### src/inc/sar_adc_map.vh
// Register map, field positions and timing constants of the converter control
`ifndef SAR_ADC_MAP_VH
`define SAR_ADC_MAP_VH
`define ADDR_RESULT_LO 16'hff16
`define ADDR_RESULT_HI 16'hff17
`define ADDR_MODE 16'hff80
`define ADDR_CHAN 16'hff81
`define MODE_RESET 8'h00
`define CHAN_RESET 8'h00
`define RESULT_RESET 16'h0000
`define BIT_RUN 7
`define BIT_SRC 6
`define BIT_TIME_HI 5
`define BIT_TIME_LO 3
`define BIT_EDGE_HI 2
`define BIT_EDGE_LO 1
`define BIT_REFGEN 0
`define CHAN_MASK 8'h07
`define CONV_144 8'd144
`define CONV_120 8'd120
`define CONV_96 8'd96
`define CONV_72 8'd72
`define CONV_60 8'd60
`define CONV_48 8'd48
`define SAMPLE_CYC 8'd8
`define SAR_BITS 10
`endif

### src/design/trig_edge_detect.v
// Trigger pin synchroniser and selectable edge detector
`timescale 1ns/1ps
module trig_edge_detect (
  // Clock and reset
  input wire ref_clk,
  input wire nrst,
  input wire clk_en,
  // Pin and selection
  input wire trig_pin,
  input wire [1:0] edge_sel,
  // Detected edge
  output reg edge_pulse
);
  reg sync1_ff;
  reg sync2_ff;
  reg prev_ff;
  wire rise;
  wire fall;
  assign rise = sync2_ff & ~prev_ff;
  assign fall = ~sync2_ff & prev_ff;
  always @(posedge ref_clk or negedge nrst)
  begin
    if (!nrst)
    begin
      sync1_ff <= 1'b0;
      sync2_ff <= 1'b0;
      prev_ff <= 1'b0;
      edge_pulse <= 1'b0;
    end
    else if (clk_en)
    begin
      sync1_ff <= trig_pin;
      sync2_ff <= sync1_ff;
      prev_ff <= sync2_ff;
      // Edge kinds selected by mode field
      edge_pulse <= (edge_sel[0] & fall) | (edge_sel[1] & rise);
    end
  end
endmodule

### src/design/sar_step.v
// Successive-approximation register with trial-bit sequencing
`timescale 1ns/1ps
`include "sar_adc_map.vh"
module sar_step (
  // Clock and reset
  input wire ref_clk,
  input wire nrst,
  input wire clk_en,
  // Control
  input wire init,
  input wire decide,
  input wire [3:0] bit_idx,
  input wire cmp_ge,
  // Approximation value, also the tap code
  output reg [9:0] sar_ff
);
  always @(posedge ref_clk or negedge nrst)
  begin
    if (!nrst)
      sar_ff <= 10'h000;
    else if (clk_en)
    begin
      if (init)
        sar_ff <= 10'h200;
      else if (decide)
      begin
        // Keep or drop current trial bit, then set the next one
        sar_ff[bit_idx] <= cmp_ge;
        if (bit_idx != 4'd0)
          sar_ff[bit_idx - 4'd1] <= 1'b1;
      end
    end
  end
endmodule

### src/design/sar_adc_control.v
// Conversion control of a 10-bit successive-approximation converter
`timescale 1ns/1ps
`include "sar_adc_map.vh"
module sar_adc_control (
  // Clock and reset
  input wire ref_clk,
  input wire nrst,
  input wire clk_en,
  // Register access port
  input wire [15:0] reg_addr,
  input wire reg_wr,
  input wire reg_rd,
  input wire [7:0] reg_wdata,
  input wire bit_wr,
  input wire [2:0] bit_sel,
  input wire bit_val,
  output reg [15:0] reg_rdata,
  // Chip state
  input wire standby,
  // Analog front end
  input wire external_trigger_in,
  input wire cmp_ge_pin,
  output reg sample_en,
  output reg hold_en,
  output reg [9:0] tap_code,
  output reg [2:0] analog_sel,
  output reg ref_gen_en,
  // Conversion end
  output reg conversion_end_irq,
  output reg conversion_end_flag,
  input wire flag_clr
);
  localparam ST_IDLE = 2'd0;
  localparam ST_WAIT = 2'd1;
  localparam ST_SAMPLE = 2'd2;
  localparam ST_CONV = 2'd3;

  reg [7:0] converter_mode_control;
  reg [7:0] input_channel_select;
  reg [15:0] conversion_result;
  reg [1:0] state_ff;
  reg [1:0] nxt_state;
  reg [7:0] cnt_ff;
  reg [7:0] nxt_cnt;
  reg [3:0] bit_ff;
  reg [3:0] nxt_bit;
  reg cmp_s1_ff;
  reg cmp_s2_ff;
  reg sar_init;
  reg sar_decide;
  reg done_ev;
  wire [9:0] sar_val;
  wire trig_edge;
  wire wr_mode;
  wire wr_chan;
  wire wr_any;
  wire run;
  wire hw_start;
  wire [7:0] conv_total;
  wire [7:0] step_cyc;
  wire [7:0] mode_next;
  wire [3:0] hit;
  wire [7:0] first_cyc;
  wire [7:0] step_lim;
  reg [15:0] nxt_rdata;

  // Total cycles for a conversion-time code
  function [7:0] conv_cycles;
    input [2:0] code;
    begin
      case (code)
        3'b000: conv_cycles = `CONV_144;
        3'b001: conv_cycles = `CONV_120;
        3'b010: conv_cycles = `CONV_96;
        3'b100: conv_cycles = `CONV_72;
        3'b101: conv_cycles = `CONV_60;
        3'b110: conv_cycles = `CONV_48;
        default: conv_cycles = `CONV_144;
      endcase
    end
  endfunction

  // One-hot register select: mode, channel, full 16-bit result word, result high byte
  function [3:0] reg_hit;
    input [15:0] addr;
    begin
      case (addr)
        `ADDR_MODE: reg_hit = 4'b0001;
        `ADDR_CHAN: reg_hit = 4'b0010;
        `ADDR_RESULT_LO: reg_hit = 4'b0100;
        `ADDR_RESULT_HI: reg_hit = 4'b1000;
        default: reg_hit = 4'b0000;
      endcase
    end
  endfunction

  assign hit = reg_hit(reg_addr);
  assign wr_mode = (reg_wr | bit_wr) & hit[0];
  assign wr_chan = reg_wr & hit[1];
  assign wr_any = wr_mode | wr_chan;
  assign mode_next = bit_wr ? (converter_mode_control & ~(8'h01 << bit_sel))
                              | ({7'h00, bit_val} << bit_sel)
                            : reg_wdata;
  assign run = converter_mode_control[`BIT_RUN] & ~standby;
  assign hw_start = converter_mode_control[`BIT_SRC];
  assign conv_total = conv_cycles(converter_mode_control[`BIT_TIME_HI:`BIT_TIME_LO]);
  // Remaining cycles divided by ten give the equal step of the last nine trials
  assign step_cyc = (conv_total - `SAMPLE_CYC) / 8'd10;
  // First trial takes the remainder so the whole conversion is exact
  assign first_cyc = conv_total - `SAMPLE_CYC - 8'd9 * step_cyc;
  assign step_lim = (bit_ff == 4'd9) ? first_cyc : step_cyc;

  trig_edge_detect u_trig (
    .ref_clk(ref_clk),
    .nrst(nrst),
    .clk_en(clk_en),
    .trig_pin(external_trigger_in),
    .edge_sel(converter_mode_control[`BIT_EDGE_HI:`BIT_EDGE_LO]),
    .edge_pulse(trig_edge)
  );

  sar_step u_sar (
    .ref_clk(ref_clk),
    .nrst(nrst),
    .clk_en(clk_en),
    .init(sar_init),
    .decide(sar_decide),
    .bit_idx(bit_ff),
    .cmp_ge(cmp_s2_ff),
    .sar_ff(sar_val)
  );

  // Sequencer
  always @*
  begin
    nxt_state = state_ff;
    nxt_cnt = cnt_ff;
    nxt_bit = bit_ff;
    sar_init = 1'b0;
    sar_decide = 1'b0;
    done_ev = 1'b0;
    case (state_ff)
      ST_IDLE:
      begin
        if (run)
          nxt_state = hw_start ? ST_WAIT : ST_SAMPLE;
        nxt_cnt = 8'd0;
      end
      ST_WAIT:
      begin
        nxt_cnt = 8'd0;
        if (trig_edge)
          nxt_state = ST_SAMPLE;
      end
      ST_SAMPLE:
      begin
        nxt_cnt = cnt_ff + 8'd1;
        if (cnt_ff == `SAMPLE_CYC - 8'd1)
        begin
          // Hold, then first trial at half reference
          nxt_state = ST_CONV;
          nxt_cnt = 8'd0;
          nxt_bit = 4'd9;
          sar_init = 1'b1;
        end
      end
      ST_CONV:
      begin
        nxt_cnt = cnt_ff + 8'd1;
        if (cnt_ff == step_lim - 8'd1)
        begin
          nxt_cnt = 8'd0;
          sar_decide = 1'b1;
          if (bit_ff == 4'd0)
          begin
            done_ev = 1'b1;
            // Software start loops, trigger start waits again
            nxt_state = hw_start ? ST_WAIT : ST_SAMPLE;
          end
          else
            nxt_bit = bit_ff - 4'd1;
        end
      end
      default:
        nxt_state = ST_IDLE;
    endcase
    // Mode writes and channel byte writes restart; halt or standby stop at once
    if (wr_any)
    begin
      nxt_state = ST_IDLE;
      sar_decide = 1'b0;
      done_ev = 1'b0;
    end
    if (!run)
    begin
      nxt_state = ST_IDLE;
      done_ev = 1'b0;
    end
  end

  always @(posedge ref_clk or negedge nrst)
  begin
    if (!nrst)
    begin
      converter_mode_control <= `MODE_RESET;
      input_channel_select <= `CHAN_RESET;
      conversion_result <= `RESULT_RESET;
      state_ff <= ST_IDLE;
      cnt_ff <= 8'd0;
      bit_ff <= 4'd0;
      cmp_s1_ff <= 1'b0;
      cmp_s2_ff <= 1'b0;
      conversion_end_irq <= 1'b0;
      conversion_end_flag <= 1'b0;
    end
    else if (clk_en)
    begin
      cmp_s1_ff <= cmp_ge_pin;
      cmp_s2_ff <= cmp_s1_ff;
      if (wr_mode)
        converter_mode_control <= mode_next;
      if (wr_chan)
        input_channel_select <= reg_wdata & `CHAN_MASK;
      state_ff <= nxt_state;
      cnt_ff <= nxt_cnt;
      bit_ff <= nxt_bit;
      if (done_ev)
      begin
        // Last decision merged in before loading
        conversion_result <= {sar_val[9:1], cmp_s2_ff, 6'h00};
      end
      conversion_end_irq <= done_ev;
      if (done_ev)
        conversion_end_flag <= 1'b1;
      else if (flag_clr)
        conversion_end_flag <= 1'b0;
    end
  end

  // Read data of the addressed register
  always @*
  begin
    case (hit)
      4'b0001: nxt_rdata = {8'h00, converter_mode_control};
      4'b0010: nxt_rdata = {8'h00, input_channel_select};
      4'b0100: nxt_rdata = conversion_result;
      4'b1000: nxt_rdata = {8'h00, conversion_result[15:8]};
      default: nxt_rdata = 16'h0000;
    endcase
  end

  // Registered outputs to the analog side and read port
  always @(posedge ref_clk or negedge nrst)
  begin
    if (!nrst)
    begin
      sample_en <= 1'b0;
      hold_en <= 1'b0;
      tap_code <= 10'h000;
      analog_sel <= 3'd0;
      ref_gen_en <= 1'b0;
      reg_rdata <= 16'h0000;
    end
    else if (clk_en)
    begin
      sample_en <= (nxt_state == ST_SAMPLE);
      hold_en <= (nxt_state == ST_CONV);
      tap_code <= sar_val;
      analog_sel <= input_channel_select[2:0];
      ref_gen_en <= converter_mode_control[`BIT_REFGEN] & ~standby;
      if (reg_rd)
        reg_rdata <= nxt_rdata;
    end
  end
endmodule

### config.mk
export PLATFORM = sky130hd
export DESIGN_NAME = sar_adc_control
export DESIGN_NICKNAME = d
export VERILOG_FILES = /design/src/design/trig_edge_detect.v /design/src/design/sar_step.v /design/src/design/sar_adc_control.v
export VERILOG_INCLUDE_DIRS = /design/src /design/src/inc
export SDC_FILE = /design/constraint.sdc
export NUM_CORES = 1
export LEC_CHECK = 0
export BUFFER_PORTS_ARGS = -buffer_cell sky130_fd_sc_hd__buf_4
export CORE_AREA = 2 2 145 147
export CTS_BUF_LIST = sky130_fd_sc_hd__clkbuf_8
export CTS_CLUSTER_SIZE = 8
export DETAILED_ROUTE_END_ITERATION = 7
export DIE_AREA = 0 0 147 149
export SKIP_CTS_REPAIR_TIMING = 1
export SLEW_MARGIN = 20
export SYNTH_ARGS = -nofsm -noshare
export SYNTH_HDL_FRONTEND = slang
export SYNTH_HIERARCHICAL = 1
export SYNTH_SLANG_ARGS = --single-unit
### constraint.sdc
create_clock -name ref_clk -period 7.9 [get_ports ref_clk]
set_input_delay 0 -clock ref_clk [delete_from_list [all_inputs] [get_ports ref_clk]]
set_output_delay 0 -clock ref_clk [all_outputs]
set_load 0.02 [all_outputs]
==> impl_metrics.csv <==
group,metric,value,unit
outcome,outcome,"finished with violations",
outcome,violations,"negative hold slack",
logic_synthesis,synth.avg_cell_area,9.10,µm²
critical_path,cpMostUsedCell,"a21oi_1",
worst_hold_path,min_from,"reg_wdata[5]",
logic_synthesis,synth_nets,721,
clock_tree,cts.sinks,85,
worst_hold_path,worst_hold_path.num_cells,3,
critical_path,reg2reg_depth,35,
timing,finalSetupTns,0,ns
critical_path,crit_required,8.16,ns
timing,worst_pin_slew,1.02,ns
flow_run,max-cap-violations,0,
final_layout,finalNonFillerCells,1016,
critical_path,r2r-end,"u_sar/sar_ff[6]$_DFFE_PN0P_",
route,ant_nets,0,
power_and_ir_drop,ir_worst_vdd,0.0769,mV
placed_design,placed_cells,990,
logic_synthesis,synth_area_leaders,"dfrtp_1 35%, ha_1 4.1%, o21ai_0 4.1%",
logic_synthesis,ys.flop_type,"dfrtp_1",
logic_synthesis,synthCells,663,
floorplan,row_count,53,
final_layout,fin_nets,795,
final_layout,n_antenna_cell,0,
final_layout,area_growth,19.3,%
logic_synthesis,synth_top_cell_area_share,35.2,%
final_layout,drive_gt1_share,23.2,%
logic_synthesis,synth_seq_cells,85,
clock_tree,root_buffer,"clkbuf_8",
floorplan,dieArea,21900,µm²
critical_path,cp-end-kind,"flip-flop",
timing,slew_viol_final,0,
timing,hold_viol,2,
floorplan,core_area,20600,µm²
route,drt-wirelength-per-cell,16.1,µm
clock_tree,clk_latency,0.37,ns
clock_tree,path_clk_slew,0.08,ns
route,vias,5434,
critical_path,arrival,7.62,ns
placed_design,place_hpwl,11900,µm
route,via_per_inst,5.35,
critical_path,cp_slowest_cell,"o21ai_2",
grt,grt_use_total,14.6,%
timing,min_period,7.36,ns
floorplan,die_y,149,µm
logic_synthesis,synth_top_area_cell,"dfrtp_1",
final_layout,final_util,35.0,%
floorplan,dieWidth,147,µm
logic_synthesis,synthArstFlopShare,100,%
logic_synthesis,yosysWarnings,6,
critical_path,critical_path.max_fanout,11,
clock_tree,cts_buffers,9,
placed_design,pre_cts_ws,0.112,ns
grt,grt_max_degree,85,
placed_design,numPortBuffers,71,
logic_synthesis,yosys-top-cells-count,"85 x dfrtp_1, 56 x nand2_1, 50 x o21ai_0, 44 x nor2_1, 43 x a21oi_1",
route,wl,16400,µm
critical_path,cp-start-kind,"flip-flop",
grt,grt.overflow.total,0,
logic_synthesis,syn_area,6030,µm²
grt,grt_antenna_before_repair,0,
critical_path,path_class,"flip-flop to flip-flop",
worst_hold_path,min_path_type,"primary input to flip-flop",
logic_synthesis,ys_types,93,
worst_hold_path,min_to,"converter_mode_control[5]$_DFFE_PN0P_",
power_and_ir_drop,p_leak,3.08,nW
critical_path,rrSetupSlack,0.54,ns
floorplan,start_util,29.4,%
grt,grt_pass1_wl,26400,µm
timing,max_freq,136,MHz
route,dr.pass1.iters,5,
grt,first_global_vias,5050,
critical_path,worstReg2RegStart,"converter_mode_control[3]$_DFFE_PN0P_",
critical_path,slowest_delay,0.43,ns
logic_synthesis,ys_seq_area_share,35.2,%
timing,whs,-0.0453,ns
power_and_ir_drop,p_per_area,111,nW/µm²
logic_synthesis,synth_edf_count,0,
floorplan,pin_count,72,
timing,setup_ws,0.536,ns
route,drt_iter0_drc,361,
route,route.detailed.drc,0,
timing,period_share,93.2,%
timing,finClkSkew,0.0246,ns
clock_tree,cts_tree,"done",
clock_tree,clk_path_buf_depth,2,
timing,slew_headroom,31.9,%
clock_tree,ctsHtreeMaxLevel,3,
timing,rsz0062_at_grt,"no",
placed_design,gp_congestion,0.834,
logic_synthesis,yosysMostFrequentCell,"dfrtp_1",
timing,setup_violations,0,
## power breakdown
group          total (W)  leakage, nW  internal, W  switching, W
Sequential      0.000449         1.16     0.000442    0.00000665
Combinational  0.0000680         1.84    0.0000315     0.0000365
Clock           0.000284       0.0901     0.000122      0.000162
## registers in the layout, summed over array words and instances, names as in the netlist, 2 cells and up
name / cells
conversion_result: 10
state_ff: 2
analog_sel: 3
tap_code: 10
input_channel_select: 3
u_sar/sar_ff: 10
bit_ff: 4
reg_rdata: 16
cnt_ff: 8
converter_mode_control: 8
## cell type report
type	count	area, µm²
Clock inverter	5	37.5
Tap cell	275	344
Sequential cell	85	2130
Fill cell	2142	13400
Inverter	33	124
Multi-Input combinational cell	511	3670
Clock buffer	10	138
Timing Repair Buffer	97	759
## layer usage
metal  track usage (%)  wire length [µm]  part of all wire [%]  up-vias
met1              22.2              8290                    51     2680
met5                 0                 0                     0        -
li1                  -                 -                     -     2627
met3              2.20               624                   3.8       13
met2              22.1              7300                    45      114
met4              2.98               142                  0.87        0
## worst max-delay path, delay by kind of cell (launching register included)
kind / cells / cell delay [ns]
XOR/XNOR: 3 / 0.63
AO/OA/AOI/OAI: 15 / 3.20
AND/OR/NAND/NOR: 9 / 1.19
buffers and inverters: 3 / 0.46
flip-flops: 1 / 0.42
adder cells (fa/ha/maj): 3 / 0.82
multiplexers: 2 / 0.54
## cell families (layout without fill, tap and decap cells)
| kind of cell | after synthesis | after routing | share of synthesized area [%] |
|---|---|---|---|
| AOI/OAI and AO/OA | 225 | 225 | 27.4 |
| and+or+nand+nor | 211 | 211 | 18.0 |
| DFF | 85 | 85 | 35.2 |
| buffers and inverters | 67 | 145 | 4.96 |
| muxes | 38 | 38 | 7.69 |
| adders and majority gates | 20 | 20 | 4.15 |
| xor gates and xnor gates | 17 | 17 | 2.59 |
## placed cells by master, fill, tap and decap left out, types with 5 or more instances in the layout
| cell type | instances |
|---|---|
| dfrtp_1 | 85 |
| inv_1 | 31 |
| mux2_2 | 22 |
| dlygate4sd3_1 | 11 |
| nor2_1 | 43 |
| nand2_1 | 56 |
| nand4_1 | 5 |
| a211oi_1 | 5 |
| a21oi_1 | 43 |
| a22oi_1 | 5 |
| a31oi_1 | 11 |
| nand3b_1 | 6 |
| xnor2_1 | 10 |
| mux2_4 | 10 |
| nand2b_1 | 5 |
| o21a_1 | 6 |
| nor3_1 | 19 |
| a21o_1 | 8 |
| a22o_1 | 20 |
| ha_1 | 18 |
| o22ai_1 | 5 |
| buf_4 | 85 |
| and2_1 | 5 |
| o21ai_0 | 50 |
| o211ai_1 | 7 |
| clkbuf_8 | 10 |
| o2111ai_1 | 5 |
| nand3_1 | 25 |
| nor2b_1 | 8 |
## through the flow
stage               hold slack (ns)  cell area (µm²)  power [W]
floorplan                    -0.296             6030   0.000484
global placement             -0.220             6860   0.000521
detailed placement           -0.219             6860   0.000522
CTS                          -0.616             7030   0.000806
global route                0.00459             7200   0.000832
finish                      -0.0453             7200   0.000801
## how the worst max path moves through the flow
stage / startpoint / end / slack (ns) / cells after the start
2_1_floorplan: converter_mode_control[3]$_DFFE_PN0P_ / u_sar/sar_ff[5]$_DFFE_PN0P_ / 0.48 / 37
3_3_place_gp: converter_mode_control[4]$_DFFE_PN0P_ / u_sar/sar_ff[6]$_DFFE_PN0P_ / 0.19 / 34
3_5_place_dp: converter_mode_control[4]$_DFFE_PN0P_ / u_sar/sar_ff[6]$_DFFE_PN0P_ / 0.11 / 34
4_1_cts: converter_mode_control[4]$_DFFE_PN0P_ / u_sar/sar_ff[6]$_DFFE_PN0P_ / 0.09 / 34
5_1_grt: converter_mode_control[3]$_DFFE_PN0P_ / u_sar/sar_ff[6]$_DFFE_PN0P_ / 0.02 / 35
6_report: converter_mode_control[3]$_DFFE_PN0P_ / u_sar/sar_ff[6]$_DFFE_PN0P_ / 0.54 / 35
No activity file was read; power rests on OpenSTA's default activity.
